[src/core/lsout_pkg.sv]
// Constants for the per-port LED status output block
package lsout_pkg;
	localparam int         PORTS       = 8;
	localparam int         CLK_HZ      = 25_000_000;
	localparam int         BLINK_MS_A  = 48;
	localparam int         BLINK_MS_B  = 128;
	localparam int         BLINK_CYC_A = CLK_HZ / 1000 * BLINK_MS_A;
	localparam int         BLINK_CYC_B = CLK_HZ / 1000 * BLINK_MS_B;
	localparam int         DIAG_MS     = 256;
	localparam int         DIAG_CYC    = CLK_HZ / 1000 * DIAG_MS;
	localparam int         SCLK_DIV    = 4;
	localparam int         FRAME_GAP   = 16;
	localparam logic [1:0] FMT_SER3    = 2'h0;
	localparam logic [1:0] FMT_SER2    = 2'h1;
	localparam logic [1:0] FMT_BICOL   = 2'h2;
	localparam logic [1:0] FMT_DIRECT  = 2'h3;
	// Wishbone map: byte addresses
	localparam logic [3:0] ADR_CFG     = 4'h0;
	localparam logic [3:0] ADR_STAT    = 4'h4;
	localparam logic [3:0] ADR_CTRL    = 4'h8;
	localparam int         CFG_FMT_LSB = 0;
	localparam int         CFG_KEEP    = 2;
	localparam int         CFG_PER     = 3;
	localparam int         CFG_INH     = 4;
	localparam int         CTRL_FORCE  = 0;
	localparam logic       CTRL_RST    = 1'b0;
endpackage

[src/core/lsout_core.sv]
// Per-port LED status formatter: serial streams, bi-color and direct drive
`timescale 1ns/1ps
// Function
// - Latch format and blink straps at reset
// - Format strap picks stream or direct drive
// - Indications active low, bi-color link excepted
// - Duplex low full, blinks on collision
// - Bi-color with keep zero: no collision blink
// - Three-bit serial: link drives low
// - Bi-color 100M link drives high
// - Bi-color 10M link drives low
// - Link indication toggles on traffic
// - Speed low at 100M, high 10M
// - Blink period strap picks 48 or 128ms
// - Ports shifted out 0 through 7
// - Two-bit group: speed then link
// - Three-bit group: duplex, link, speed
// - Bi-color 100M green, blinks 1-0-1-0
// - Bi-color 10M yellow, blinks 0-1-0-1
// - Startup blink when inhibit strap low
module lsout_core
	import lsout_pkg::*;
#(
	parameter int N_PORTS   = PORTS,
	parameter int CYC_A     = BLINK_CYC_A,
	parameter int CYC_B     = BLINK_CYC_B,
	parameter int CYC_DIAG  = DIAG_CYC
) (
	// Clock and reset
	input  wire logic               clk_i,
	input  wire logic               rst_i,
	// Straps
	input  wire logic [1:0]         led_format_select_i,
	input  wire logic               collision_blink_keep_strap_i,
	input  wire logic               blink_period_select_i,
	input  wire logic               startup_blink_inhibit_i,
	// Port status
	input  wire logic [N_PORTS-1:0] link_up_i,
	input  wire logic [N_PORTS-1:0] speed_100_i,
	input  wire logic [N_PORTS-1:0] full_duplex_i,
	input  wire logic [N_PORTS-1:0] collision_i,
	input  wire logic [N_PORTS-1:0] activity_i,
	// Wishbone slave
	input  wire logic               cyc_i,
	input  wire logic               stb_i,
	input  wire logic               we_i,
	input  wire logic [3:0]         adr_i,
	input  wire logic [3:0]         sel_i,
	input  wire logic [31:0]        dat_i,
	output logic      [31:0]        dat_o,
	output logic                    ack_o,
	// Serial stream
	output logic                    led_data_o,
	output logic                    led_clk_o,
	// Direct drive
	output logic [N_PORTS-1:0]      col_dup_led_o,
	output logic [N_PORTS-1:0]      link_act_led_o,
	output logic [N_PORTS-1:0]      spd_led_o
);
	// ****************************************
	// Strap capture
	// ****************************************
	logic [1:0] fmt;
	logic       collision_blink_keep;
	logic       per_long;
	logic       inh;
	logic       rst_q;
	always_ff @(posedge clk_i) begin
		rst_q <= rst_i;
		if (rst_i) begin
			fmt                  <= led_format_select_i;
			collision_blink_keep <= collision_blink_keep_strap_i;
			per_long             <= blink_period_select_i;
			inh                  <= startup_blink_inhibit_i;
		end
	end

	// ****************************************
	// Blink timebase
	// ****************************************
	logic [23:0] bcnt;
	logic        bph;
	wire  [23:0] half_cyc = per_long ? 24'(CYC_B / 2) : 24'(CYC_A / 2);
	wire         bwrap    = bcnt >= half_cyc - 24'h1;
	always_ff @(posedge clk_i) begin
		if (rst_i) begin
			bcnt <= 24'h0;
			bph  <= 1'b0;
		end else begin
			bcnt <= bwrap ? 24'h0 : bcnt + 24'h1;
			if (bwrap)
				bph <= ~bph;
		end
	end

	// ****************************************
	// Startup diagnostic and register file
	// ****************************************
	logic [24:0] dcnt;
	logic        diag;
	logic        force_on;
	always_ff @(posedge clk_i) begin
		if (rst_i) begin
			dcnt <= 25'h0;
			diag <= 1'b0;
		end else if (rst_q) begin
			diag <= ~inh;
		end else if (diag) begin
			dcnt <= dcnt + 25'h1;
			if (dcnt == 25'(CYC_DIAG - 1))
				diag <= 1'b0;
		end
	end

	wire req  = cyc_i & stb_i & ~ack_o;
	wire wr_c = req & we_i & (adr_i == ADR_CTRL) & sel_i[0];
	wire [31:0] rd_cfg  = {27'h0, inh, per_long, collision_blink_keep, fmt};
	wire [31:0] rd_stat = {30'h0, diag, bph};
	wire [31:0] rd_ctrl = {31'h0, force_on};
	wire [31:0] rd_mux  = (adr_i == ADR_CFG)  ? rd_cfg  :
	                      (adr_i == ADR_STAT) ? rd_stat :
	                      (adr_i == ADR_CTRL) ? rd_ctrl : 32'h0;
	always_ff @(posedge clk_i) begin
		if (rst_i) begin
			ack_o    <= 1'b0;
			dat_o    <= 32'h0;
			force_on <= CTRL_RST;
		end else begin
			ack_o <= req;
			dat_o <= req ? rd_mux : 32'h0;
			if (wr_c)
				force_on <= dat_i[CTRL_FORCE];
		end
	end

	// ****************************************
	// Per-port indications
	// ****************************************
	logic [N_PORTS-1:0] ind_col;
	logic [N_PORTS-1:0] ind_lnk;
	logic [N_PORTS-1:0] ind_spd;
	wire bicol  = fmt == FMT_BICOL;
	wire all_on = diag | force_on;
	genvar g;
	generate
		for (g = 0; g < N_PORTS; g++) begin : g_port
			wire blink_col = collision_i[g] &
			                 ~(bicol & ~collision_blink_keep);
			wire col_v = blink_col ? bph : ~full_duplex_i[g];
			wire spd_v = ~speed_100_i[g];
			// Bi-color link level: high at 100M, low at 10M
			wire lvl   = bicol ? speed_100_i[g] : 1'b0;
			wire lnk_v = ~link_up_i[g] ? (bicol ? spd_v : 1'b1) :
			             activity_i[g] ? (lvl ^ bph) :
			             lvl;
			// Active low; diag lights everything
			assign ind_col[g] = all_on ? 1'b0 : col_v;
			assign ind_lnk[g] = all_on ? (bicol & speed_100_i[g]) : lnk_v;
			assign ind_spd[g] = all_on ? 1'b0 : spd_v;
		end
	endgenerate

	// ****************************************
	// Serial framing and direct drive
	// ****************************************
	localparam int NB = 3 * N_PORTS;
	logic [NB-1:0] shreg;
	logic [5:0]    bidx;
	logic [1:0]    dcyc;
	logic [4:0]    gap;
	// High while a frame bit stands on the data pin
	logic          bit_live;
	wire  [4:0]    bits_now = (fmt == FMT_SER2) ? 5'd2 : 5'd3;
	wire  [5:0]    nbits    = 6'(bits_now * 5'(N_PORTS));
	logic [NB-1:0] frame;
	always_comb begin
		frame = '0;
		for (int p = 0; p < N_PORTS; p++) begin
			// Bit 0 is sent first: port 0 first
			if (fmt == FMT_SER2) begin
				frame[2*p]   = ind_spd[p];
				frame[2*p+1] = ind_lnk[p];
			end else begin
				frame[3*p]   = ind_col[p];
				frame[3*p+1] = ind_lnk[p];
				frame[3*p+2] = ind_spd[p];
			end
		end
	end
	wire serial = fmt != FMT_DIRECT;
	always_ff @(posedge clk_i) begin
		if (rst_i) begin
			shreg      <= '0;
			bidx       <= 6'h0;
			dcyc       <= 2'h0;
			gap        <= 5'(FRAME_GAP);
			bit_live   <= 1'b0;
			led_clk_o  <= 1'b1;
			led_data_o <= 1'b1;
		end else if (!serial) begin
			led_clk_o  <= 1'b1;
			led_data_o <= 1'b1;
		end else begin
			dcyc <= dcyc + 2'h1;
			if (dcyc == 2'(SCLK_DIV / 2 - 1))
				led_clk_o <= bit_live;
			if (dcyc == 2'(SCLK_DIV - 1)) begin
				led_clk_o <= 1'b0;
				if (gap != 5'h0) begin
					gap      <= gap - 5'h1;
					bit_live <= 1'b0;
					if (gap == 5'h1) begin
						shreg <= frame;
						bidx  <= 6'h0;
					end
				end else begin
					led_data_o <= shreg[0];
					bit_live   <= 1'b1;
					shreg      <= shreg >> 1;
					bidx       <= bidx + 6'h1;
					if (bidx == nbits - 6'h1)
						gap <= 5'(FRAME_GAP);
				end
			end
		end
	end
	always_ff @(posedge clk_i) begin
		if (rst_i) begin
			col_dup_led_o  <= '1;
			link_act_led_o <= '1;
			spd_led_o      <= '1;
		end else if (serial) begin
			col_dup_led_o  <= '1;
			link_act_led_o <= '1;
			spd_led_o      <= '1;
		end else begin
			col_dup_led_o  <= ind_col;
			link_act_led_o <= ind_lnk;
			spd_led_o      <= ind_spd;
		end
	end

	// ****************************************
	// Checks
	// ****************************************
	property p_strap_hold;
		@(posedge clk_i) disable iff (rst_i) ##1 $stable(fmt);
	endproperty
	a_strap_hold: assert property (p_strap_hold)
		else $error("format moved");
	property p_direct_idle;
		@(posedge clk_i) disable iff (rst_i)
		(fmt == FMT_DIRECT) |=> led_clk_o;
	endproperty
	a_direct_idle: assert property (p_direct_idle)
		else $error("clk in direct");
	property p_spd;
		@(posedge clk_i) disable iff (rst_i)
		!all_on |-> ind_spd[0] == ~speed_100_i[0];
	endproperty
	a_spd: assert property (p_spd)
		else $error("speed polarity");
	property p_dup;
		@(posedge clk_i) disable iff (rst_i)
		!all_on && !collision_i[0] |-> ind_col[0] == ~full_duplex_i[0];
	endproperty
	a_dup: assert property (p_dup)
		else $error("duplex polarity");
	property p_nocolblk;
		@(posedge clk_i) disable iff (rst_i)
		bicol && !collision_blink_keep && !all_on
		|-> ind_col[0] == ~full_duplex_i[0];
	endproperty
	a_nocolblk: assert property (p_nocolblk)
		else $error("col blink on");
	property p_ser3_link;
		@(posedge clk_i) disable iff (rst_i)
		fmt == FMT_SER3 && link_up_i[0] && !activity_i[0] && !all_on
		|-> !ind_lnk[0];
	endproperty
	a_ser3_link: assert property (p_ser3_link)
		else $error("link not low");
	property p_bi100;
		@(posedge clk_i) disable iff (rst_i)
		bicol && link_up_i[0] && speed_100_i[0] && !activity_i[0]
		|-> ind_lnk[0] && !ind_spd[0];
	endproperty
	a_bi100: assert property (p_bi100)
		else $error("green wrong");
	property p_bi10;
		@(posedge clk_i) disable iff (rst_i)
		bicol && link_up_i[0] && !speed_100_i[0] && !activity_i[0] && !all_on
		|-> !ind_lnk[0] && ind_spd[0];
	endproperty
	a_bi10: assert property (p_bi10)
		else $error("yellow wrong");
	property p_direct;
		@(posedge clk_i) disable iff (rst_i)
		fmt == FMT_DIRECT |=> spd_led_o == $past(ind_spd);
	endproperty
	a_direct: assert property (p_direct)
		else $error("direct stale");
endmodule

[config.mk]
export PLATFORM = sky130hd
export DESIGN_NAME = lsout_core
export DESIGN_NICKNAME = d
export VERILOG_FILES = /design/src/core/lsout_pkg.sv /design/src/core/lsout_core.sv
export SDC_FILE = /design/constraint.sdc
export NUM_CORES = 1
export LEC_CHECK = 0
export BUFFER_PORTS_ARGS = -buffer_cell sky130_fd_sc_hd__buf_2
export CAP_MARGIN = 40
export CORE_ASPECT_RATIO = 1.5
export CORE_UTILIZATION = 48
export CTS_CLUSTER_DIAMETER = 40
export DETAILED_ROUTE_END_ITERATION = 12
export GPL_ROUTABILITY_DRIVEN = 0
export GPL_TIMING_DRIVEN = 0
export PLACE_DENSITY = 0.76
export REMOVE_ABC_BUFFERS = 1
export SLEW_MARGIN = 5
export SYNTH_ARGS = -nofsm -noshare
export SYNTH_HDL_FRONTEND = slang
export SYNTH_SLANG_ARGS = --single-unit
[constraint.sdc]
create_clock -name clk_i -period 2.4 [get_ports clk_i]
set_input_delay 0.36 -clock clk_i [delete_from_list [all_inputs] [get_ports clk_i]]
set_output_delay 0.36 -clock clk_i [all_outputs]
set_load 0.02 [all_outputs]
==> run_results.csv, run 1 <==
group,metric,value,unit
run_status,status,"complete, no violations",
clock_tree,cts_htree_levels,4,
timing,timing.final.crit_share,97.7,%
timing,fmax,427,MHz
min_path,worstHoldPathType,"primary input to register",
global_route,track_usage,24.6,%
placement,dpl.hpwl,10300,µm
power_and_ir_drop,total_power,5.26,mW
timing,transition_time_at_the_pin_with_the_least_slew_margin,0.800,ns
floorplan,fp.coreArea,12100,µm²
finish,num_antenna_cells,0,
timing,slew_headroom,46.2,%
logic_synthesis,ys.flop_type,"sky130_fd_sc_hd__dfxtp_1",
route,drt-pass1-iter-count,5,
clock_tree,tritoncts,"done",
floorplan,design.die.area,13100,µm²
worst_setup_path,setup.worst_path.start_class,"register",
clock_tree,numCtsBuffers,17,
timing,final_hold_viol_count,0,
logic_synthesis,post_synth_num_cell_types,60,
worst_setup_path,critical_path.cell_chain,"inv_2 > buf_4 > ha_1 > nand2_1 > nor4_1 > a311o_1 > nor2_1",
route,final_wirelength,15800,µm
finish,layout-area-overhead-vs-synth,19.3,%
logic_synthesis,post_synthesis_sequential_area_ratio,43.2,%
logic_synthesis,asyncSetResetFlopFracSynth,0,%
route,drcViolationCount,0,
placement,placedCellCount,910,
clock_tree,cts_sinks,128,
floorplan,starting_density_of_the_core,49.8,%
clock_tree,cts.root.buffer_cell,"sky130_fd_sc_hd__clkbuf_16",
timing,fin_hold_ws,0.108,ns
clock_tree,cts.hold.buffers_added,0,
worst_setup_path,worstPathBufferInverterCount,2,
global_route,grt_start_max_net_pins,49,
logic_synthesis,syn_avg_cell_area,8.61,µm²
finish,layout-drive-gt1-share,20.1,%
global_route,grt_pass1_vias,5349,
timing,setup_viol,0,
placement,setup_slack_after_placement,-0.331,ns
clock_tree,insertion_delay,0.43,ns
logic_synthesis,synth-edff-count,5,
worst_setup_path,required,2.70,ns
placement,numPortBuffers,87,
logic_synthesis,synth_area_leader_cell,"sky130_fd_sc_hd__dfxtp_1",
job,max_cap_viol_count,0,
global_route,grt_first_pass_wirelength,25200,µm
clock_tree,clk_slew_on_worst_s_h_paths,0.06,ns
worst_setup_path,crit_arrival,2.65,ns
floorplan,floorplan.die.width,93.6,µm
route,drt_first_iter_violations,408,
route,avgRoutedWirePerCell,16.4,µm
clock_tree,cts_buffer_depth,2,
timing,clock_skew,0.0109,ns
logic_synthesis,yosys_reg_bits,128,
worst_setup_path,critical_path_peak_fanout,5,
route,vias,5483,
route,post_drt_via_cell_ratio,5.72,
worst_setup_path,slowest_delay,0.68,ns
global_route,globalRoute.totalOverflow,0,
finish,fin_nets,897,
logic_synthesis,top_cells_by_area_synth,"sky130_fd_sc_hd__dfxtp_1, sky130_fd_sc_hd__nor2_1, sky130_fd_sc_hd__xor2_1, sky130_fd_sc_hd__nand2_1, sky130_fd_sc_hd__buf_4",
logic_synthesis,synthCells,702,
logic_synthesis,post-synth-top-area-fraction,40.7,%
floorplan,io-pin-count,149,
logic_synthesis,synthesis.area,6050,µm²
worst_setup_path,critical_path.endpoint_type,"register",
finish,fillCellCount,1052,
power_and_ir_drop,vdd.ir_drop.worst,0.331,mV
worst_setup_path,crit_type,"register to register",
timing,fin_crit,2.34,ns
logic_synthesis,ys.warnings.count,0,
timing,timing.final.ws_setup,0.0556,ns
power_and_ir_drop,cellLeakagePower,2.83,nW
timing,final_max_slew_viol_count,0,
floorplan,floorplan.die.height,139,µm
worst_setup_path,crit_path_top_delay_cell,"sky130_fd_sc_hd__nor4_1",
route,detail_route_antenna_nets,0,
finish,finalNonFillerCells,959,
floorplan,total_number_of_placement_rows,49,
worst_setup_path,critPathTopFamily,"simple AND/OR/NAND/NOR gates",
power_and_ir_drop,pwr_density_cell,729,nW/µm²
global_route,antenna_found_initial,0,
## per-stage QoR
step	util, %	instance area [µm²]	setup TNS [ns]
2_1_floorplan	-	5780	-1.47
3_3_place_gp	52.8	6400	-37.66
3_5_place_dp	53.4	6480	-7.26
4_1_cts	59.0	7160	0
5_1_grt	59.4	7210	-0.278
6_report	59.4	7210	0
## synth_stat cells, drive strengths merged, types with 3 or more instances
cell type	instances
dfxtp	123
nor2	101
nand2	58
buf	41
o21ai	40
a21oi	34
xor2	30
nand3	29
clkbuf	24
nor3	20
xnor2	16
nand4	15
ha	14
mux2i	13
inv	10
or3	10
a211oi	9
nor2b	8
nor4	8
a221oi	7
a31oi	7
and3	7
edfxtp	5
nand2b	5
o211ai	5
a21o	4
a311oi	4
a32o	4
and2	4
and4	4
mux2	4
nand3b	4
nor4b	4
a22oi	3
or2	3
## worst register-to-register path: cells and delay by family (launching register included)
| family | cells | cell delay [ns] |
|---|---|---|
| simple gates | 3 | 0.84 |
| compound gates | 1 | 0.48 |
| flops | 1 | 0.42 |
| buf+inv | 2 | 0.21 |
| fa+ha+maj | 1 | 0.27 |
## power breakdown
| part | internal, mW | switching (mW) | total [mW] |
|---|---|---|---|
| Combinational | 0.198 | 0.351 | 0.549 |
| Clock | 1.38 | 1.10 | 2.48 |
| Sequential | 2.19 | 0.0423 | 2.23 |
| Total | 3.76 | 1.50 | 5.26 |
## registers in the layout, indices dropped and copies added, names as in the netlist, 2 cells and up
| name | count |
|---|---|
| fmt | 2 |
| shreg | 24 |
| dcnt | 25 |
| spd_led_o | 8 |
| bcnt | 24 |
| bidx | 6 |
| dcyc | 2 |
| col_dup_led_o | 8 |
| link_act_led_o | 8 |
| dat_o | 5 |
| gap | 5 |
## final timing paths
| check | start | to | slack, ns | depth (start not counted) |
|---|---|---|---|---|
| hold reg to reg | bcnt[0]$_SDFF_PP0_ | bcnt[0]$_SDFF_PP0_ | 0.45 | 1 |
| hold / removal | collision_blink_keep_strap_i | collision_blink_keep$_DFFE_PP_ | 0.11 | 1 |
| setup reg to reg | per_long$_DFFE_PP_ | bcnt[17]$_SDFF_PP0_ | 0.06 | 7 |
| setup / recovery | per_long$_DFFE_PP_ | bcnt[17]$_SDFF_PP0_ | 0.06 | 7 |
## layer usage
layer	routed length, µm	track usage [%]	vias to the layer above
met5	0	0	-
met4	624	13.3	0
met3	970	5.52	62
met2	8100	43.6	215
met1	6060	26.7	2582
li1	-	-	2624
## placed cells by master (no fill, tap or decap), types with 10 or more instances in the layout
| master | Yosys | layout |
|---|---|---|
| sky130_fd_sc_hd__dfxtp_1 | 123 | 123 |
| sky130_fd_sc_hd__nor2_1 | 101 | 100 |
| sky130_fd_sc_hd__buf_2 | 5 | 88 |
| sky130_fd_sc_hd__nand2_1 | 58 | 58 |
| sky130_fd_sc_hd__o21ai_0 | 40 | 39 |
| sky130_fd_sc_hd__a21oi_1 | 33 | 33 |
| sky130_fd_sc_hd__xor2_1 | 30 | 30 |
| sky130_fd_sc_hd__nand3_1 | 29 | 29 |
| sky130_fd_sc_hd__conb_1 | 1 | 29 |
| sky130_fd_sc_hd__nor3_1 | 20 | 20 |
| sky130_fd_sc_hd__clkbuf_16 | 0 | 17 |
| sky130_fd_sc_hd__xnor2_1 | 16 | 16 |
| sky130_fd_sc_hd__nand4_1 | 15 | 15 |
| sky130_fd_sc_hd__ha_1 | 14 | 14 |
| sky130_fd_sc_hd__mux2i_1 | 13 | 13 |
| sky130_fd_sc_hd__buf_4 | 27 | 12 |
| sky130_fd_sc_hd__or3_1 | 10 | 10 |
## cell type report
cell class	count	area (µm²)	area share (%)
clock buffer	17	425	5.90
sequential	128	2610	36.2
tap	153	191	2.65
multi-input combinational	530	3200	44.3
inverter	10	37.5	0.520
timing repair buffer	106	611	8.46
clock inverter	15	140	1.94
## repair_timing
action,4_1_cts,5_1_grt
resized for setup,5,7
setup buffers,11,3
endpoints found under the setup margin,37,32
pin swaps,3,4
gates cloned,2,1
## cells by family after synthesis
group / count (synthesis) / share of synthesized area, %
AO/OA/AOI/OAI: 135 / 14.4
XOR/XNOR: 46 / 6.66
adder cells (fa/ha/maj): 14 / 2.90
buffers and inverters: 75 / 6.81
flip-flops: 128 / 43.2
multiplexers: 17 / 2.90
other: 1 / 0.0620
AND/OR/NAND/NOR: 286 / 23.1
(Power assumes the default switching activity.)
==> run 2, diff against run 1 <==
Settings changed: BUFFER_PORTS_ARGS -buffer_cell sky130_fd_sc_hd__buf_2 to unset, CORE_UTILIZATION 48 to 57, DONT_BUFFER_PORTS set to 1, MAX_ROUTING_LAYER set to met4, PLACE_DENSITY 0.76 to 0.75.
==> run_results.csv, run 2 (synthesis results as in run 1) <==
group,metric,value,unit
run_status,status,"complete, no violations",
global_route,globalRoute.totalOverflow,0,
finish,fin_nets,812,
power_and_ir_drop,intPower,4.00,mW
floorplan,floorplan.die.height,128,µm
power_and_ir_drop,power_share_of_the_sequential_group,42.6,%
worst_setup_path,critical_path.cell_chain,"inv_2 > ha_1 > a311o_1 > a2111oi_4 > o21ai_2 > a31oi_2 > mux2_4",
floorplan,design.die.area,11000,µm²
finish,layout-drive-gt1-share,10.8,%
timing,fmax,422,MHz
timing,timing.final.crit_share,98.7,%
timing,slew_headroom,44.2,%
worst_setup_path,critical_path.endpoint_type,"register",
floorplan,floorplan.die.width,86.1,µm
clock_tree,cts_buffer_depth,2,
clock_tree,tritoncts,"done",
finish,finalNonFillerCells,862,
placement,placedCellCount,810,
power_and_ir_drop,share_comb_of_total_power,7.9,%
power_and_ir_drop,sw_pwr,1.32,mW
route,vias,5251,
power_and_ir_drop,pwr_density_cell,777,nW/µm²
power_and_ir_drop,netSwitchingFraction,24.8,%
global_route,grt_first_pass_wirelength,23200,µm
worst_setup_path,crit_arrival,2.67,ns
worst_setup_path,required,2.70,ns
placement,placed_area,6010,µm²
clock_tree,cts_sinks,128,
worst_setup_path,setup.worst_path.start_class,"register",
timing,final_max_slew_viol_count,0,
global_route,grt_most_used_layer,"met2",
floorplan,starting_density_of_the_core,59.3,%
floorplan,total_number_of_placement_rows,45,
global_route,grt_pass1_vias,4962,
route,detail_route_antenna_nets,0,
route,avgRoutedWirePerCell,17.6,µm
finish,layout.cells.most_common,"sky130_fd_sc_hd__dfxtp_1",
clock_tree,numCtsBuffers,17,
timing,transition_time_at_the_pin_with_the_least_slew_margin,0.835,ns
floorplan,fp.coreArea,10200,µm²
power_and_ir_drop,vdd.ir_drop.worst,0.479,mV
floorplan,io-pin-count,149,
job,max_cap_viol_count,0,
worst_setup_path,worstPathBufferInverterCount,1,
route,final_wirelength,15100,µm
worst_setup_path,slowest_delay,0.45,ns
clock_tree,cts_htree_levels,4,
finish,largest_register_ff_count,25,
timing,final_hold_viol_count,0,
worst_setup_path,crit_path_top_delay_cell,"sky130_fd_sc_hd__edfxtp_1",
placement,dpl.hpwl,9160,µm
finish,post-route-cell-area,6850,µm²
global_route,antenna_found_initial,0,
finish,reg_top3,"dcnt (25), bcnt (24), shreg (24)",
route,drt_first_iter_violations,375,
timing,fin_hold_ws,0.00945,ns
global_route,global_route.usage.met3,6.37,%
clock_tree,clk_slew_on_worst_s_h_paths,0.06,ns
route,post_drt_via_cell_ratio,6.09,
finish,layout-area-overhead-vs-synth,13.2,%
worst_setup_path,critical_path_peak_fanout,4,
timing,grt_setup_unrepaired,"true",
route,drt-pass1-iter-count,5,
timing,setup_viol,0,
worst_setup_path,crit_type,"register to register",
power_and_ir_drop,power.clock.fraction,49.5,%
route,drcViolationCount,0,
global_route,groute.layer.met1.usage,30.0,%
finish,max_flop_register,"dcnt",
worst_setup_path,critPathTopFamily,"compound AO/OA/AOI/OAI gates",
placement,numPortBuffers,0,
global_route,grt_use_met2,46.8,%
global_route,track_usage,27.8,%
finish,most_frequent_cells_in_the_layout,"sky130_fd_sc_hd__dfxtp_1, sky130_fd_sc_hd__nor2_1, sky130_fd_sc_hd__nand2_1",
timing,fin_crit,2.37,ns
clock_tree,insertion_delay,0.42,ns
global_route,grt_start_max_net_pins,73,
timing,clock_skew,0.0108,ns
finish,num_antenna_cells,0,
timing,finalSetupTns,0,ns
power_and_ir_drop,cellLeakagePower,2.54,nW
min_path,worstHoldPathType,"primary input to register",
clock_tree,cts.root.buffer_cell,"sky130_fd_sc_hd__clkbuf_16",
==> run 2: power groups by stage <==
stage / clock network, mW / logic (mW) / registers, mW
floorplan: 0 / 0.277 / 2.30
detailed placement: 0 / 0.351 / 2.33
finish: 2.63 / 0.422 / 2.26
global placement: 0 / 0.337 / 2.32
CTS: 2.65 / 0.401 / 2.26
global route: 2.74 / 0.459 / 2.27
==> run 2: routing by layer <==
metal,routed length (µm),vias to the layer above
met5,0,-
met3,1030,63
met1,5880,2498
li1,-,2443
met4,639,0
met2,7600,247
==> run 2: per-stage QoR <==
step / power (mW) / util, % / setup WS (ns)
finish: 5.32 / 67.2 / 0.0307
global route: 5.47 / 67.2 / -0.0457
CTS: 5.32 / 66.0 / 0.00186
detailed placement: 2.68 / 59.0 / -0.338
global placement: 2.66 / 58.4 / -1.24
floorplan: 2.58 / - / -0.292
==> run 2: cell type report <==
type	count	area (µm²)
multi-input combinational	530	3220
clock inverter	13	165
clock buffer	19	443
sequential	128	2610
inverter	10	37.5
timing repair buffer	21	189
tap	141	176
fill	796	3340
==> run 2: path summary, 6_finish.rpt <==
check	from	end	slack, ns	depth (start not counted)
setup reg to reg	per_long$_DFFE_PP_	bph$_SDFFE_PP0P_	0.03	7
hold reg to reg	shreg[16]$_SDFFE_PP0P_	shreg[16]$_SDFFE_PP0P_	0.47	2
hold / removal	rst_i	dcnt[19]$_SDFFE_PP0P_	0.009	1
setup / recovery	per_long$_DFFE_PP_	bph$_SDFFE_PP0P_	0.03	7
==> run 2: timing repair <==
action | 4_1_cts | 5_1_grt
cloned | 1 | 2
setup endpoints to repair | 45 | 38
pin swaps | 2 | 4
hold buffers | 1 | 0
resized for setup | 6 | 11
hold endpoints to repair | 1 | 0
buffers inserted | 10 | 6
==> run 3, diff against run 2 <==
Settings changed: BUFFER_PORTS_ARGS set to -buffer_cell sky130_fd_sc_hd__buf_2, CORE_UTILIZATION 57 to 35, DONT_BUFFER_PORTS 1 to unset, PLACE_DENSITY 0.75 to 0.58.
==> run_results.csv, run 3 (synthesis results as in run 1) <==
group,metric,value,unit
worst_setup_path,r2r-end,"shreg[2]$_SDFFE_PP0P_",
global_route,grt_first_pass_wirelength,24900,µm
worst_setup_path,count_of_cells_along_the_worst_register_to_register_path,6,
route,drt_first_iter_violations,212,
clock_tree,cts_sinks,128,
finish,fillCellCount,1720,
worst_setup_path,r2r_start,"dcyc[0]$_SDFFE_PP0N_",
worst_setup_path,slowest_delay,0.60,ns
finish,finalNonFillerCells,1017,
finish,num_antenna_cells,0,
finish,most_frequent_cells_in_the_layout,"sky130_fd_sc_hd__dfxtp_1, sky130_fd_sc_hd__nor2_1, sky130_fd_sc_hd__buf_2",
clock_tree,cts_htree_levels,4,
placement,dpl.hpwl,10200,µm
route,final_wirelength,15600,µm
worst_setup_path,critPathLaunch,"dcyc[0]$_SDFFE_PP0N_",
timing,clock_skew,0.00919,ns
finish,largest_register_ff_count,25,
floorplan,starting_density_of_the_core,35.9,%
finish,layout-drive-gt1-share,20.2,%
worst_setup_path,crit_type,"register to register",
route,post_drt_via_cell_ratio,5.15,
timing,fmax,443,MHz
worst_setup_path,critPathCapture,"shreg[2]$_SDFFE_PP0P_",
worst_setup_path,crit_arrival,2.53,ns
floorplan,fp.coreArea,16800,µm²
global_route,track_usage,18.6,%
clock_tree,clk_slew_on_worst_s_h_paths,0.06,ns
route,avgRoutedWirePerCell,15.3,µm
power_and_ir_drop,pwr_density_cell,737,nW/µm²
clock_tree,insertion_delay,0.42,ns
route,detail_route_antenna_nets,0,
timing,final_max_slew_viol_count,0,
route,vias,5233,
finish,reg_top3,"dcnt (25), bcnt (24), shreg (24)",
placement,numPortBuffers,87,
global_route,grt_pass1_vias,5024,
route,drt-pass1-iter-count,6,
floorplan,total_number_of_placement_rows,58,
worst_setup_path,required,2.67,ns
timing,fin_crit,2.26,ns
finish,fin_nets,898,
timing,timing.final.crit_share,94.0,%
timing,transition_time_at_the_pin_with_the_least_slew_margin,0.834,ns
floorplan,design.die.area,17800,µm²
clock_tree,tritoncts,"done",
run_status,status,"complete, no violations",
clock_tree,cts_buffer_depth,2,
finish,multi_input_comb_area,3170,µm²
global_route,globalRoute.totalOverflow,0,
worst_setup_path,critical_path.endpoint_type,"register",
finish,max_flop_register,"dcnt",
finish,regArea,2610,µm²
finish,share_of_the_core_filled_with_cells_in_the_final_layout,43.6,%
worst_setup_path,critical_path_peak_fanout,11,
floorplan,floorplan.die.width,109,µm
timing,setup_viol,0,
finish,layout.cells.most_common,"sky130_fd_sc_hd__dfxtp_1",
placement,placedCellCount,967,
timing,final_hold_viol_count,0,
clock_tree,numCtsBuffers,17,
worst_setup_path,critPathTopFamily,"simple AND/OR/NAND/NOR gates",
global_route,antenna_found_initial,0,
worst_setup_path,worstPathBufferInverterCount,1,
worst_setup_path,crit_path_top_delay_cell,"sky130_fd_sc_hd__or4_4",
worst_setup_path,critical_path.cell_chain,"ha_1 > a21bo_1 > or4_4 > buf_4 > a221oi_1 > nor3_1",
floorplan,floorplan.die.height,163,µm
worst_setup_path,r2r_setup_slack,0.14,ns
min_path,worstHoldPathType,"primary input to register",
job,max_cap_viol_count,0,
timing,slew_headroom,43.9,%
route,drcViolationCount,0,
power_and_ir_drop,vdd.ir_drop.worst,0.578,mV
worst_setup_path,setup.worst_path.start_class,"register",
worst_setup_path,critical_path_depth,6,
global_route,grt_start_max_net_pins,72,
power_and_ir_drop,cellLeakagePower,2.85,nW
finish,layout-area-overhead-vs-synth,21.3,%
floorplan,io-pin-count,149,
clock_tree,cts.root.buffer_cell,"sky130_fd_sc_hd__clkbuf_16",
-- run 3: final cells by class --
class	count	share of cell area (%)
Clock inverter	14	2.11
Tap cell	210	3.58
Multi-Input combinational cell	528	43.2
Timing Repair Buffer	109	8.80
Clock buffer	18	6.14
Inverter	10	0.512
Sequential cell	128	35.6
-- run 3: stage by stage --
stage / TNS, ns / power, mW / setup slack [ns] / area, µm² / hold WS (ns)
6_report: 0 / 5.41 / 0.143 / 7340 / 0.111
5_1_grt: -0.0112 / 5.61 / -0.00727 / 7340 / 0.0981
4_1_cts: 0 / 5.45 / 0.0128 / 7280 / 0.0954
3_5_place_dp: -8.01 / 2.78 / -0.342 / 6550 / 0.438
3_3_place_gp: -47.31 / 2.77 / -1.48 / 6470 / 0.429
2_1_floorplan: -1.47 / 2.58 / -0.292 / 5780 / 0.388
-- run 3: routing by layer --
metal  wire length (µm)  share of wire, %  global-route usage, %  vias up
met1               6840                44                   21.7     2484
met3                634               4.1                   4.08       17
met5                  0                 0                      -        -
li1                   -                 -                      -     2606
met2               7870                50                   31.3      126
met4                248               1.6                   6.24        0
-- run 3: worst min-delay path by stage --
stage / from / cells past startpoint / slack, ns / endpoint
finish: blink_period_select_i / 1 / 0.11 / per_long$_DFFE_PP_
global route: blink_period_select_i / 1 / 0.1 / per_long$_DFFE_PP_
CTS: blink_period_select_i / 1 / 0.1 / per_long$_DFFE_PP_
detailed placement: bcnt[0]$_SDFF_PP0_ / 1 / 0.44 / bcnt[0]$_SDFF_PP0_
global placement: bcnt[0]$_SDFF_PP0_ / 1 / 0.43 / bcnt[0]$_SDFF_PP0_
floorplan: rst_i / 0 / 0.39 / rst_q$_DFF_P_
-- run 3: power by group --
| part | switching [mW] | internal, mW | total, mW |
|---|---|---|---|
| registers | 0.0457 | 2.19 | 2.23 |
| logic | 0.341 | 0.194 | 0.535 |
| clock network | 1.03 | 1.60 | 2.64 |
| total | 1.42 | 3.99 | 5.41 |
-- run 3: repair_timing --
action                     in CTS  in global routing
setup endpoints to repair      49                 30
setup buffers                  15                  2
gates resized for setup         6                  5
hold buffers                    0                  0
pin swaps                       2                  5
gates cloned                    0                  1
